File: config.mk
export PLATFORM = sky130hd
export DESIGN_NAME = rail_sequencer
export DESIGN_NICKNAME = d
export VERILOG_FILES = /design/src/rail_seq_pkg.sv /design/src/ss_timer_if.sv /design/src/rail_sequencer.sv /design/src/ss_timer.sv
export VERILOG_INCLUDE_DIRS = /design/src
export SDC_FILE = /design/constraint.sdc
export NUM_CORES = 1
export LEC_CHECK = 0
export ABC_AREA = 0
export CELL_PAD_IN_SITES_DETAIL_PLACEMENT = 2
export CELL_PAD_IN_SITES_GLOBAL_PLACEMENT = 2
export CORE_ASPECT_RATIO = 0.75
export CORE_MARGIN = 3
export CORE_UTILIZATION = 40
export CTS_CLUSTER_DIAMETER = 200
export DETAILED_ROUTE_END_ITERATION = 16
export DONT_BUFFER_PORTS = 1
export PLACE_DENSITY = 0.82
export SLEW_MARGIN = 30
export SYNTH_ARGS = -nofsm -noshare
export SYNTH_HDL_FRONTEND = slang
export SYNTH_SLANG_ARGS = --single-unit
File: constraint.sdc
create_clock -name ref_clk_i -period 68.8 [get_ports ref_clk_i]
set_clock_uncertainty 0.1 [all_clocks]
set_input_delay 10.32 -clock ref_clk_i [delete_from_list [all_inputs] [get_ports ref_clk_i]]
set_output_delay 10.32 -clock ref_clk_i [all_outputs]
set_load 0.01 [all_outputs]
File: src/rail_seq_cfg.svh
// Purpose: constants for the rail sequencer (offsets, fields, resets, timing)
// Assumes: 50 MHz reference clock
// Notes: times are kept in their own units and converted to cycles here
`ifndef RAIL_SEQ_CFG_SVH
`define RAIL_SEQ_CFG_SVH

// clock
`define CLK_MHZ 50
// soft-start: ramp time = 1.2 V * C / I, voltage kept in tenths
`define SS_RAMP_VX10 12
`define SS_I_MEM_UA 4
`define SS_I_HUB_UA 8
`define SS_CNT_W 24
// soft-start pin grounding interval between rails
`define SS_DISCHARGE_NS 2000
`define SS_DISCHARGE_CYC ((`SS_DISCHARGE_NS * `CLK_MHZ) / 1000)

// register byte offsets
`define REG_CTRL 8'h00
`define REG_SS_CAP 8'h04
`define REG_STATUS 8'h08

// control fields and reset values
`define CTRL_ENABLE_BIT 0
`define CTRL_RESET 1'h1
`define SS_CAP_RESET 16'h03E8

// status fields
`define ST_MODE_LSB 0
`define ST_STATE_LSB 4
`define ST_OC_BIT 8
`define ST_THERM_BIT 9
`define ST_PINS_LSB 10

`endif

File: src/rail_seq_pkg.sv
// Purpose: types shared by the rail sequencer modules
// Assumes: nothing beyond the cfg header
// Notes: codes count up from zero in listed order
package rail_seq_pkg;

  typedef enum logic [3:0] {
    ST_S5_OFF,
    ST_MEM_RAMP,
    ST_MEM_GND,
    ST_HUB_RAMP,
    ST_HUB_GND,
    ST_S0_ON,
    ST_S3_SLEEP,
    ST_OC_LATCH,
    ST_THERM_OFF
  } seq_state_t;

  typedef enum logic [1:0] {
    MODE_S5,
    MODE_S0,
    MODE_S3
  } acpi_mode_t;

endpackage

File: src/ss_timer_if.sv
// Purpose: link between the sequencer and its soft-start timer
// Assumes: single clock domain
// Notes: start is a one-cycle pulse, done is a level
`timescale 1ns/1ps
`default_nettype none
interface ss_timer_if;
  logic start;
  logic fast;
  logic [15:0] cap_pf;
  logic done;

  modport seq (output start, output fast, output cap_pf, input done);
  modport timer (input start, input fast, input cap_pf, output done);
endinterface
`default_nettype wire

File: src/rail_sequencer.sv
// Purpose: ACPI S0/S3/S5 sequencer for memory, hub core and termination rails
// Assumes: pin inputs asynchronous; classic Wishbone register access
// Notes: one shared soft-start pin, thermal hysteresis, memory overcurrent latch (overcurrent acted on in S0 only)
//
// The implementer's own choices: the register addresses and the Wishbone slave port.
`timescale 1ns/1ps
`default_nettype none
`include "rail_seq_cfg.svh"
module rail_sequencer
  import rail_seq_pkg::*;
(
  // clock and reset
  input wire logic ref_clk_i,
  input wire logic rstn_i,
  // wishbone slave
  input wire logic wb_cyc_i,
  input wire logic wb_stb_i,
  input wire logic wb_we_i,
  input wire logic [7:0] wb_adr_i,
  input wire logic [3:0] wb_sel_i,
  input wire logic [31:0] wb_dat_i,
  output logic [31:0] wb_dat_o,
  output logic wb_ack_o,
  // supply monitors, control and status pins (asynchronous)
  input wire logic reference_valid_i,
  input wire logic suspend_request_i,
  input wire logic main_supply_undervoltage_i,
  input wire logic standby_supply_undervoltage_i,
  input wire logic memory_rail_in_regulation_i,
  input wire logic memory_rail_overcurrent_i,
  input wire logic temp_above_shutdown_i,
  input wire logic temp_below_resume_i,
  // rail controls
  output logic memory_rail_en_o,
  output logic memory_rail_standby_o,
  output logic hub_core_rail_en_o,
  output logic termination_rail_en_o,
  // shared soft-start pin
  output logic ss_to_memory_o,
  output logic ss_to_hub_o,
  output logic ss_ground_o,
  // mode report
  output logic [1:0] acpi_mode_o
);

  localparam int N_PINS = 8;

  ////////////////////////////////////////////////////////////////////////////
  // input synchronisers

  logic [N_PINS-1:0] pin_raw;
  logic [N_PINS-1:0] pin_meta_r;
  logic [N_PINS-1:0] pin_sync_r;

  assign pin_raw = {temp_below_resume_i, temp_above_shutdown_i,
                    memory_rail_overcurrent_i, memory_rail_in_regulation_i,
                    standby_supply_undervoltage_i, main_supply_undervoltage_i,
                    suspend_request_i, reference_valid_i};

  genvar gi;
  generate
    for (gi = 0; gi < N_PINS; gi = gi + 1) begin : g_sync
      always_ff @(posedge ref_clk_i or negedge rstn_i) begin
        if (!rstn_i) begin
          pin_meta_r[gi] <= 1'b0;
          pin_sync_r[gi] <= 1'b0;
        end else begin
          pin_meta_r[gi] <= pin_raw[gi];
          pin_sync_r[gi] <= pin_meta_r[gi];
        end
      end
    end
  endgenerate

  wire ref_ok = pin_sync_r[0];
  wire susp = pin_sync_r[1];
  wire main_uv = pin_sync_r[2];
  wire stby_uv = pin_sync_r[3];
  wire mem_inreg = pin_sync_r[4];
  wire mem_oc = pin_sync_r[5];
  wire temp_hot = pin_sync_r[6];
  wire temp_cool = pin_sync_r[7];

  wire supplies_good = !main_uv && !stby_uv;
  wire any_uv = main_uv || stby_uv;
  // undervoltage only counts with suspend low
  wire uv_shutdown = any_uv && !susp;

  ////////////////////////////////////////////////////////////////////////////
  // registers and wishbone slave

  logic ctrl_enable_r;
  logic [15:0] ss_cap_r;
  logic ack_r;
  logic [31:0] rdat_r;
  logic [31:0] status_word;
  logic [31:0] rdat_nxt;
  logic oc_latched_r;
  logic over_temp_r;
  seq_state_t state_r;
  seq_state_t state_nxt;
  acpi_mode_t mode_nxt;

  // ack one cycle after the request, dropped the cycle after
  wire wb_req = wb_cyc_i && wb_stb_i && !ack_r;
  wire wb_wr = wb_req && wb_we_i;
  wire hit_ctrl = (wb_adr_i == `REG_CTRL);
  wire hit_cap = (wb_adr_i == `REG_SS_CAP);
  wire hit_status = (wb_adr_i == `REG_STATUS);

  assign status_word = {16'h0000, pin_sync_r[5:0], over_temp_r, oc_latched_r,
                        state_r, 2'h0, mode_nxt};

  // unmapped addresses read as zero and still get an ack
  assign rdat_nxt = hit_ctrl ? {31'h0, ctrl_enable_r} :
                    hit_cap ? {16'h0000, ss_cap_r} :
                    hit_status ? status_word : 32'h0000_0000;

  always_ff @(posedge ref_clk_i or negedge rstn_i) begin
    if (!rstn_i) begin
      ack_r <= 1'b0;
      rdat_r <= 32'h0000_0000;
    end else begin
      ack_r <= wb_req;
      rdat_r <= wb_req ? rdat_nxt : 32'h0000_0000;
    end
  end

  always_ff @(posedge ref_clk_i or negedge rstn_i) begin
    if (!rstn_i) begin
      ctrl_enable_r <= `CTRL_RESET;
      ss_cap_r <= `SS_CAP_RESET;
    end else if (wb_wr) begin
      if (hit_ctrl && wb_sel_i[0])
        ctrl_enable_r <= wb_dat_i[`CTRL_ENABLE_BIT];
      if (hit_cap && wb_sel_i[0])
        ss_cap_r[7:0] <= wb_dat_i[7:0];
      if (hit_cap && wb_sel_i[1])
        ss_cap_r[15:8] <= wb_dat_i[15:8];
    end
  end

  assign wb_ack_o = ack_r;
  assign wb_dat_o = rdat_r;

  ////////////////////////////////////////////////////////////////////////////
  // thermal hysteresis and overcurrent latch flags

  always_ff @(posedge ref_clk_i or negedge rstn_i) begin
    if (!rstn_i) begin
      over_temp_r <= 1'b0;
    end else if (temp_hot) begin
      // trip at 150C wins over the resume level
      over_temp_r <= 1'b1;
    end else if (temp_cool) begin
      over_temp_r <= 1'b0;
    end
  end

  // remembers that a monitored supply dropped while latched off
  logic uv_seen_r;

  always_ff @(posedge ref_clk_i or negedge rstn_i) begin
    if (!rstn_i) begin
      oc_latched_r <= 1'b0;
      uv_seen_r <= 1'b0;
    end else begin
      oc_latched_r <= (state_nxt == ST_OC_LATCH);
      uv_seen_r <= (state_r == ST_OC_LATCH) && (uv_seen_r || any_uv);
    end
  end

  ////////////////////////////////////////////////////////////////////////////
  // soft-start timer and pin grounding interval

  ss_timer_if ss_bus ();
  logic [15:0] dis_cnt_r;

  ss_timer u_ss_timer (
    .ref_clk_i(ref_clk_i),
    .rstn_i(rstn_i),
    .ss(ss_bus.timer)
  );

  // slow ramp for memory, fast ramp for hub core
  assign ss_bus.cap_pf = ss_cap_r;
  assign ss_bus.fast = (state_nxt == ST_HUB_RAMP);
  assign ss_bus.start = (state_nxt != state_r) &&
                        ((state_nxt == ST_MEM_RAMP) || (state_nxt == ST_HUB_RAMP));

  wire dis_done = (dis_cnt_r >= 16'(`SS_DISCHARGE_CYC - 1));

  always_ff @(posedge ref_clk_i or negedge rstn_i) begin
    if (!rstn_i) begin
      dis_cnt_r <= 16'h0000;
    end else if (state_nxt != state_r) begin
      dis_cnt_r <= 16'h0000;
    end else if (!dis_done) begin
      dis_cnt_r <= dis_cnt_r + 16'h0001;
    end
  end

  ////////////////////////////////////////////////////////////////////////////
  // mode state machine

  always_comb begin
    state_nxt = state_r;
    if (over_temp_r) begin
      state_nxt = ST_THERM_OFF;
    end else begin
      case (state_r)
        ST_S5_OFF: begin
          // leave S5 only with reference, supplies good, suspend low
          if (ref_ok && ctrl_enable_r && supplies_good && !susp)
            state_nxt = ST_MEM_RAMP;
        end
        ST_MEM_RAMP: begin
          if (uv_shutdown)
            state_nxt = ST_S5_OFF;
          // memory ramp done, release and ground the pin
          else if (ss_bus.done && mem_inreg)
            state_nxt = ST_MEM_GND;
        end
        ST_MEM_GND: begin
          if (uv_shutdown)
            state_nxt = ST_S5_OFF;
          else if (dis_done)
            state_nxt = ST_HUB_RAMP;
        end
        ST_HUB_RAMP: begin
          if (uv_shutdown)
            state_nxt = ST_S5_OFF;
          // hub ramp done, ground the pin
          else if (ss_bus.done)
            state_nxt = ST_HUB_GND;
        end
        ST_HUB_GND: begin
          if (uv_shutdown)
            state_nxt = ST_S5_OFF;
          else if (dis_done)
            state_nxt = ST_S0_ON;
        end
        ST_S0_ON: begin
          if (mem_oc)
            state_nxt = ST_OC_LATCH;
          else if (susp)
            state_nxt = ST_S3_SLEEP;
          else if (any_uv)
            state_nxt = ST_S5_OFF;
        end
        ST_S3_SLEEP: begin
          // supply loss ignored here; no exit to S5
          // main back and suspend low re-ramps the hub core
          if (!susp && !main_uv)
            state_nxt = ST_HUB_RAMP;
        end
        ST_OC_LATCH: begin
          // restart only once a supply has dropped and returned
          if (uv_seen_r && supplies_good)
            state_nxt = ST_S5_OFF;
        end
        ST_THERM_OFF: begin
          state_nxt = ST_S5_OFF;
        end
        default: begin
          state_nxt = ST_S5_OFF;
        end
      endcase
    end
  end

  // no hub core fault input exists, so nothing can latch that rail
  always_ff @(posedge ref_clk_i or negedge rstn_i) begin
    if (!rstn_i) begin
      // power-up lands in S5; reset stands in for the standby enable
      state_r <= ST_S5_OFF;
    end else begin
      state_r <= state_nxt;
    end
  end

  ////////////////////////////////////////////////////////////////////////////
  // output decode, registered from the next state

  // {mem_en, mem_stby, hub_en, term_en, ss_mem, ss_hub, ss_gnd}
  function automatic logic [6:0] rail_word(input seq_state_t st);
    case (st)
      ST_MEM_RAMP: rail_word = 7'h44;
      ST_MEM_GND: rail_word = 7'h41;
      ST_HUB_RAMP: rail_word = 7'h5A;
      ST_HUB_GND: rail_word = 7'h59;
      ST_S0_ON: rail_word = 7'h59;
      ST_S3_SLEEP: rail_word = 7'h61;
      default: rail_word = 7'h01;
    endcase
  endfunction

  // S0 only after hub grounding; ramps hold the mode, so S3 shows S5 only on a thermal trip or a fault in the hub re-ramp
  assign mode_nxt = (state_nxt == ST_S0_ON) ? MODE_S0 :
                    (state_nxt == ST_S3_SLEEP) ? MODE_S3 :
                    (state_nxt inside {ST_S5_OFF, ST_OC_LATCH, ST_THERM_OFF}) ? MODE_S5 :
                    acpi_mode_t'(acpi_mode_o);

  wire [6:0] rail_nxt = rail_word(state_nxt);

  always_ff @(posedge ref_clk_i or negedge rstn_i) begin
    if (!rstn_i) begin
      {memory_rail_en_o, memory_rail_standby_o, hub_core_rail_en_o,
       termination_rail_en_o, ss_to_memory_o, ss_to_hub_o, ss_ground_o} <= 7'h01;
      acpi_mode_o <= MODE_S5;
    end else begin
      // termination rises with the hub ramp; both drop in S3
      {memory_rail_en_o, memory_rail_standby_o, hub_core_rail_en_o,
       termination_rail_en_o, ss_to_memory_o, ss_to_hub_o, ss_ground_o} <= rail_nxt;
      acpi_mode_o <= mode_nxt;
    end
  end

endmodule
`default_nettype wire

File: src/ss_timer.sv
// Purpose: soft-start ramp timer, length set by the soft-start capacitance
// Assumes: cap_pf stable while a ramp runs
// Notes: ramp cycles = 1.2 * C / I * f, never below one cycle
`timescale 1ns/1ps
`default_nettype none
`include "rail_seq_cfg.svh"
module ss_timer
  import rail_seq_pkg::*;
(
  // clock and reset
  input wire logic ref_clk_i,
  input wire logic rstn_i,
  // sequencer side
  ss_timer_if.timer ss
);

  logic [`SS_CNT_W-1:0] cnt_r;
  logic [`SS_CNT_W-1:0] target_r;
  logic run_r;
  logic [31:0] prod;
  logic [31:0] div_mem;
  logic [31:0] div_hub;
  logic [`SS_CNT_W-1:0] target_nxt;
  logic [`SS_CNT_W-1:0] ramp_sel;

  assign prod = 32'(ss.cap_pf) * `SS_RAMP_VX10 * `CLK_MHZ;
  assign div_mem = prod / (10 * `SS_I_MEM_UA);
  assign div_hub = prod / (10 * `SS_I_HUB_UA);
  // a zero capacitance still gives one cycle of ramp
  assign ramp_sel = ss.fast ? div_hub[`SS_CNT_W-1:0] : div_mem[`SS_CNT_W-1:0];
  assign target_nxt = (ramp_sel == '0) ? `SS_CNT_W'(1) : ramp_sel;
  assign ss.done = run_r && (cnt_r >= target_r);

  always_ff @(posedge ref_clk_i or negedge rstn_i) begin
    if (!rstn_i) begin
      cnt_r <= '0;
      target_r <= '0;
      run_r <= 1'b0;
    end else if (ss.start) begin
      cnt_r <= '0;
      target_r <= target_nxt;
      run_r <= 1'b1;
    end else if (run_r && !ss.done) begin
      cnt_r <= cnt_r + `SS_CNT_W'(1);
    end
  end

endmodule
`default_nettype wire

Word level (Yosys, flattened, before mapping) --
Cells that the tools add are included.
Word-level totals: output and inout bits 42, input bits 57, flip-flop bits (word level) 131
Operators by class: eq/ne operators 19, magnitude comparators 2, reduce and logical (&&, ||, !) cells 37, multiplexer cells 32, multiply operators 2, divide/modulo/power cells 2, add/sub/neg operators 2
Operators by type and width (count):
- $mux W16 | 6
- $mux W24 | 4
- $mux W4 | 15
- $pmux W7 S5 | 1
- $div A26 B6 Y32 const B | 1
- $div A26 B7 Y32 const B | 1
- $eq A4 B3 Y1 const B | 8
- $pmux W4 S8 | 1
- $add A24 B1 Y24 const B | 1
- $ge A24 B24 Y1 | 1
- $logic_not A24 Y1 | 1
- $mul A18 B5 Y23 const B | 1
- $logic_and A1 B1 Y1 | 18
- $mul A16 B2 Y18 const B | 1
- $add A16 B1 Y16 const B | 1
- $eq A4 B2 Y1 const B | 4
- $ge A16 B7 Y1 const B | 1
- $eq A4 B1 Y1 const B | 2
- $eq A8 B3 Y1 const B | 1
- $eq A8 B4 Y1 const B | 1
- $logic_not A4 Y1 | 2
- $logic_not A8 Y1 | 1
- $mux W2 | 3
- $reduce_and A2 Y1 | 3
- 9 further kinds | 17

Logic depth before layout (Yosys ltp) --
depth in word-level cells 16, gate-level depth with buffers 273

Modules after synthesis --
From an unflattened synthesis, not the netlist that was laid out.
Second synthesis, totals: cell total of the unflattened synthesis 2261, area, all modules 17939.7 µm²
By module, submodules not included:
- ss_timer | area each 14346.3 µm², times used 1, cells an instance 1973, sequential area each 1176.1 µm²
- rail_sequencer | area each 3593.4 µm², times used 1, cells an instance 288, sequential area each 2037.0 µm²

Worst setup path before layout --
No wires, ideal clock.
path kind register -> register, start reg ss_cap_r[1] (netlist: ss_bus.cap_pf[1]), end reg u_ss_timer.target_r[0], cell stages (with the launch flop) 262, setup slack 19.761 ns, period minus slack after synthesis 49.039 ns, library setup time 0.121 ns, arrival time 48.817 ns, cells stage by stage dfrtp_1 -> ha_1 -> a21o_1 -> a21oi_1 -> o21bai_1 -> a21oi_1 -> o21bai_1 -> a21oi_1 -> o21bai_1 -> a21oi_1 -> o21bai_1 -> a21oi_1 -> o21bai_1 -> a21oi_1 -> xor2_1 -> inv_1 -> ha_1 -> ha_1 -> [226 not listed] -> ha_1 -> inv_1 -> o21bai_1 -> a21oi_1 -> inv_1 -> a21o_1 -> a21oi_1 -> o2111a_1 -> nand2_1 -> nor4_1 -> mux2i_1 -> ha_1 -> o21a_1 -> o21ai_0 -> nand2b_1 -> a21oi_1 -> o2111ai_1 -> o22a_1
On the way: cells in the longest elaborated chain, start to end 6
RTL lines:
- from (decl) | line rail_sequencer.sv:93 | logic [15:0] ss_cap_r;
- from (signal assigned) | line rail_sequencer.sv:132 | ss_cap_r <= `SS_CAP_RESET;
- from (signal assigned) | line rail_sequencer.sv:137 | ss_cap_r[7:0] <= wb_dat_i[7:0];
- $mul A16 B2 Y18 (no line) *
- $mul A18 B5 Y23 (no line) *
- $div A26 B6 Y32 / $div A26 B7 Y32 (equally long branches) | line ss_timer.sv:27, ss_timer.sv:28
- $mux W24 * | line ss_timer.sv:30 | assign ramp_sel = ss.fast ? div_hub[`SS_CNT_W-1:0] : div_mem[`SS_CNT_W-1:0];
- $logic_not A24 Y1 | line ss_timer.sv:31 | assign target_nxt = (ramp_sel == '0) ? `SS_CNT_W'(1) : ramp_sel;
- $mux W24 * | line ss_timer.sv:31
- to (signal assigned) | line ss_timer.sv:41 | target_r <= target_nxt;
- to (decl) | line ss_timer.sv:18 | logic [`SS_CNT_W-1:0] target_r;
Every way passes the cells marked *; elsewhere a longest branch is shown, timed or not. A chain may end at the register's enable or synchronous reset.

Worst setup path after layout --
start reg ss_cap_r[0] (netlist: ss_bus.cap_pf[0]), end reg u_ss_timer.target_r[0]
Same word-level chain as after synthesis.

==> run metrics <==
gr ovfl total 0; Root Buffer clkbuf_16; CP max stage delay 0.84 ns; R2R cell count 246; Post-DP HPWL 53,240 microns; most used cell along the critical path a21oi_1; drt pass-1 iters 6; largest net degree at the start of global routing 129; share of Yosys cell area claimed by the top area cell type 16.09%; Worst Max-Slew Pin Slew 1.107 ns; synth warn 0; syn_area_per_cell 7.967 sq um; CP Launch Type register; row cnt 67; Synth-to-Final Area Change 5.700%; clock latency on the worst-skew pair 0.48 ns; drt wl/cell between 20 and 25 microns; via count of the first global-routing pass 20,290; Hold Path End stby_uv$_DFF_PN0_; Post-CTS Hold Buffers 0; most common flop cell mapped by yosys dfrtp_1; setup bufs post-CTS 0; sequential standard cell area around 3200 sq um; CP Capture Type register; Crit-path slowest cell or4_1; initial antenna violation count 2; minimum clock period 63.16 ns; Hold Path Origin pin_meta_r[3]$_DFF_PN0_; Worst path top cell family by delay compound AO/OA/AOI/OAI gates; via count roughly 18,000; max frequency between 15 and 20 MHz; critical setup path kind reg2reg; reg-to-reg critical path endpoint u_ss_timer.target_r[0]$_DFFE_PN0P_; H-tree depth 4; I/O pins 99; DRC 0; initial cell density of the core 41.14%; post-synth top area cell dfrtp_1; maxcap violations 0; Routed Wire Length slightly above 70,000 microns; CTS Buf Count 17; Clock transition at path regs approximately 0.07 ns; Routed Antenna Nets 0; number of fill cells a little over 5,000; share of post-route cells with drive strength above 1 a little under a tenth; chip height 193.0 microns; setup TNS 0 ns; IO Port Bufs 0; first-pass GRT wire length 116,600 microns; drt via density 6.273; die area just under 50,000 sq um; number of enable flip-flop cells after synthesis 0; RSZ-0062 raised after global routing false; synthesized instance count 2,342; CTS tree yes; Hold WC Path Type reg2reg; reg2reg start ss_bus.cap_pf[0]$_DFFE_PN0P_; Hold Path Cell Cnt 0; CTS Buffer Depth 2; Sink Count 128; headroom to the max-slew limit 25.62%; count of final hold-check violations 0; Multi-input gate area 14,500 sq um; Critical Path AT between 60 and 70 ns; ys async rst share 100.0%; Worst Path Buf+Inv 13; routability cong. around 0.90; final setup vio count 0; status completed; DRT iter0 DRCs between 1,000 and 1,500; mapped cell area about 19,000 sq um; core area about 45,000 sq um; fraction of the cycle the final worst path needs 91.80%; register area share after synthesis around 17%; top area cells in the synthesized netlist dfrtp_1, ha_1, nor2_1; post-layout net count 2,561; DIE WIDTH 255.4 microns; Total GRT Usage about 29%; Worst R2R Setup Slack about 5.6 ns; Post-CTS Resized 0; WP data required about 69 ns; Slew Limit Fails 0; post-synthesis register bit count between 100 and 150; crit path max fanout 18; Yosys cell types 140
## placed cells by master (no fill, tap or decap), types with 22 or more instances in the layout
master and count:
mux2_2 28, o31ai_1 25, a21o_1 36, xor2_1 68, dfrtp_1 120, nand2b_1 39, mux2i_1 37, and2_1 38
nor2_1 237, nand2_1 176, o211ai_1 26, inv_1 138, o21ai_0 99, a211oi_1 22, a31oi_1 23, nand4_1 30
nor3_1 91, a21oi_1 152, xnor2_1 75, nand3_1 59, o21a_1 39, ha_1 188, nor4_1 23
## layer usage
metal / track usage, % / vias to the layer above / routed length, microns
li1: - / 8550 / -
met2: 51.47 / 302 / 34770
met3: 3.147 / 120 / 1865
met5: 0 / - / 16
met4: 8.770 / 2 / 1942
met1: 37.65 / 9469 / 33570
## synthesized netlist by cell type, types with 11 or more instances
master	count
xnor2_1	75
o21a_1	39
or2_2	17
o21ai_0	99
or2_1	11
o21bai_1	18
buf_4	22
and2_1	38
nor4_1	23
fa_1	13
or3_1	19
a22oi_1	19
mux2i_1	37
nand4_1	30
mux2_2	28
xor2_1	68
and3_1	18
a211oi_1	22
clkbuf_1	36
or4_1	14
a21o_1	36
o31ai_1	26
and4_1	16
buf_2	12
a21oi_1	152
nand2b_1	39
nor3_1	91
a31oi_1	23
inv_1	139
dfrtp_1	120
o21ai_1	14
o211ai_1	26
nor2b_1	18
nor2_1	240
ha_1	188
nand3_1	59
nand2_1	176
a211o_1	14
## through the flow
stage / worst slack (ns) / hold slack (ns) / std cells / area, sq um / util (%)
after floorplan: 19.76 / 0.2312 / 2357 / 18710 / -
after global placement: 10.08 / 0.2331 / 2905 / 19100 / 42.12
after detailed placement: 6.784 / 0.2410 / 2905 / 19110 / 42.13
after CTS: 6.106 / 0.2551 / 2937 / 19710 / 43.45
after global routing: 0.08799 / 0.2679 / 2939 / 19720 / 43.48
final: 5.640 / 0.2531 / 2940 / 19720 / 43.49
## registers in the layout, indices dropped and copies added (netlist names), 2 cells and up
signal and count:
ss_bus.cap_pf 16, dis_cnt_r 16, u_ss_timer.cnt_r 24, pin_meta_r 8, wb_dat_o 16, state_r 4
acpi_mode_o 2, u_ss_timer.target_r 22
## cells by family after synthesis
kind of cell,after synthesis,share of synthesized area [%]
compound gates,678,26.82
buf+inv,226,5.486
flops,128,17.22
simple gates,890,25.20
xor+xnor,146,7.035
fa+ha+maj,202,14.06
other cells,1,0.02010
mux,71,4.158
## cell type report
type	instances	share of cell area, %
diodes	3	0.03807
multi-input cells	2003	73.54
repair buffers	12	0.4568
well taps	621	3.940
clock buffers	17	2.157
clock inverters	15	0.8755
inverters	141	2.696
flip-flops and latches	128	16.29
## worst max-delay path by stage
stage / from / end / slack (ns) / cells past startpoint
after floorplan: ss_bus.cap_pf[1]$_DFFE_PN0P_ / u_ss_timer.target_r[0]$_DFFE_PN0P_ / 19.76 / 261
after global placement: ss_bus.cap_pf[0]$_DFFE_PN0P_ / u_ss_timer.target_r[0]$_DFFE_PN0P_ / 10.08 / 241
after detailed placement: ss_bus.cap_pf[0]$_DFFE_PN0P_ / u_ss_timer.target_r[0]$_DFFE_PN0P_ / 6.78 / 244
after CTS: ss_bus.cap_pf[0]$_DFFE_PN0P_ / u_ss_timer.target_r[0]$_DFFE_PN0P_ / 6.11 / 245
after global routing: ss_bus.cap_pf[0]$_DFFE_PN0P_ / u_ss_timer.target_r[0]$_DFFE_PN0P_ / 0.09 / 246
final: ss_bus.cap_pf[0]$_DFFE_PN0P_ / u_ss_timer.target_r[0]$_DFFE_PN0P_ / 5.64 / 246
Power is not shown: default switching activity piles up to over one toggle a cycle in this logic, so the estimate is an artifact.
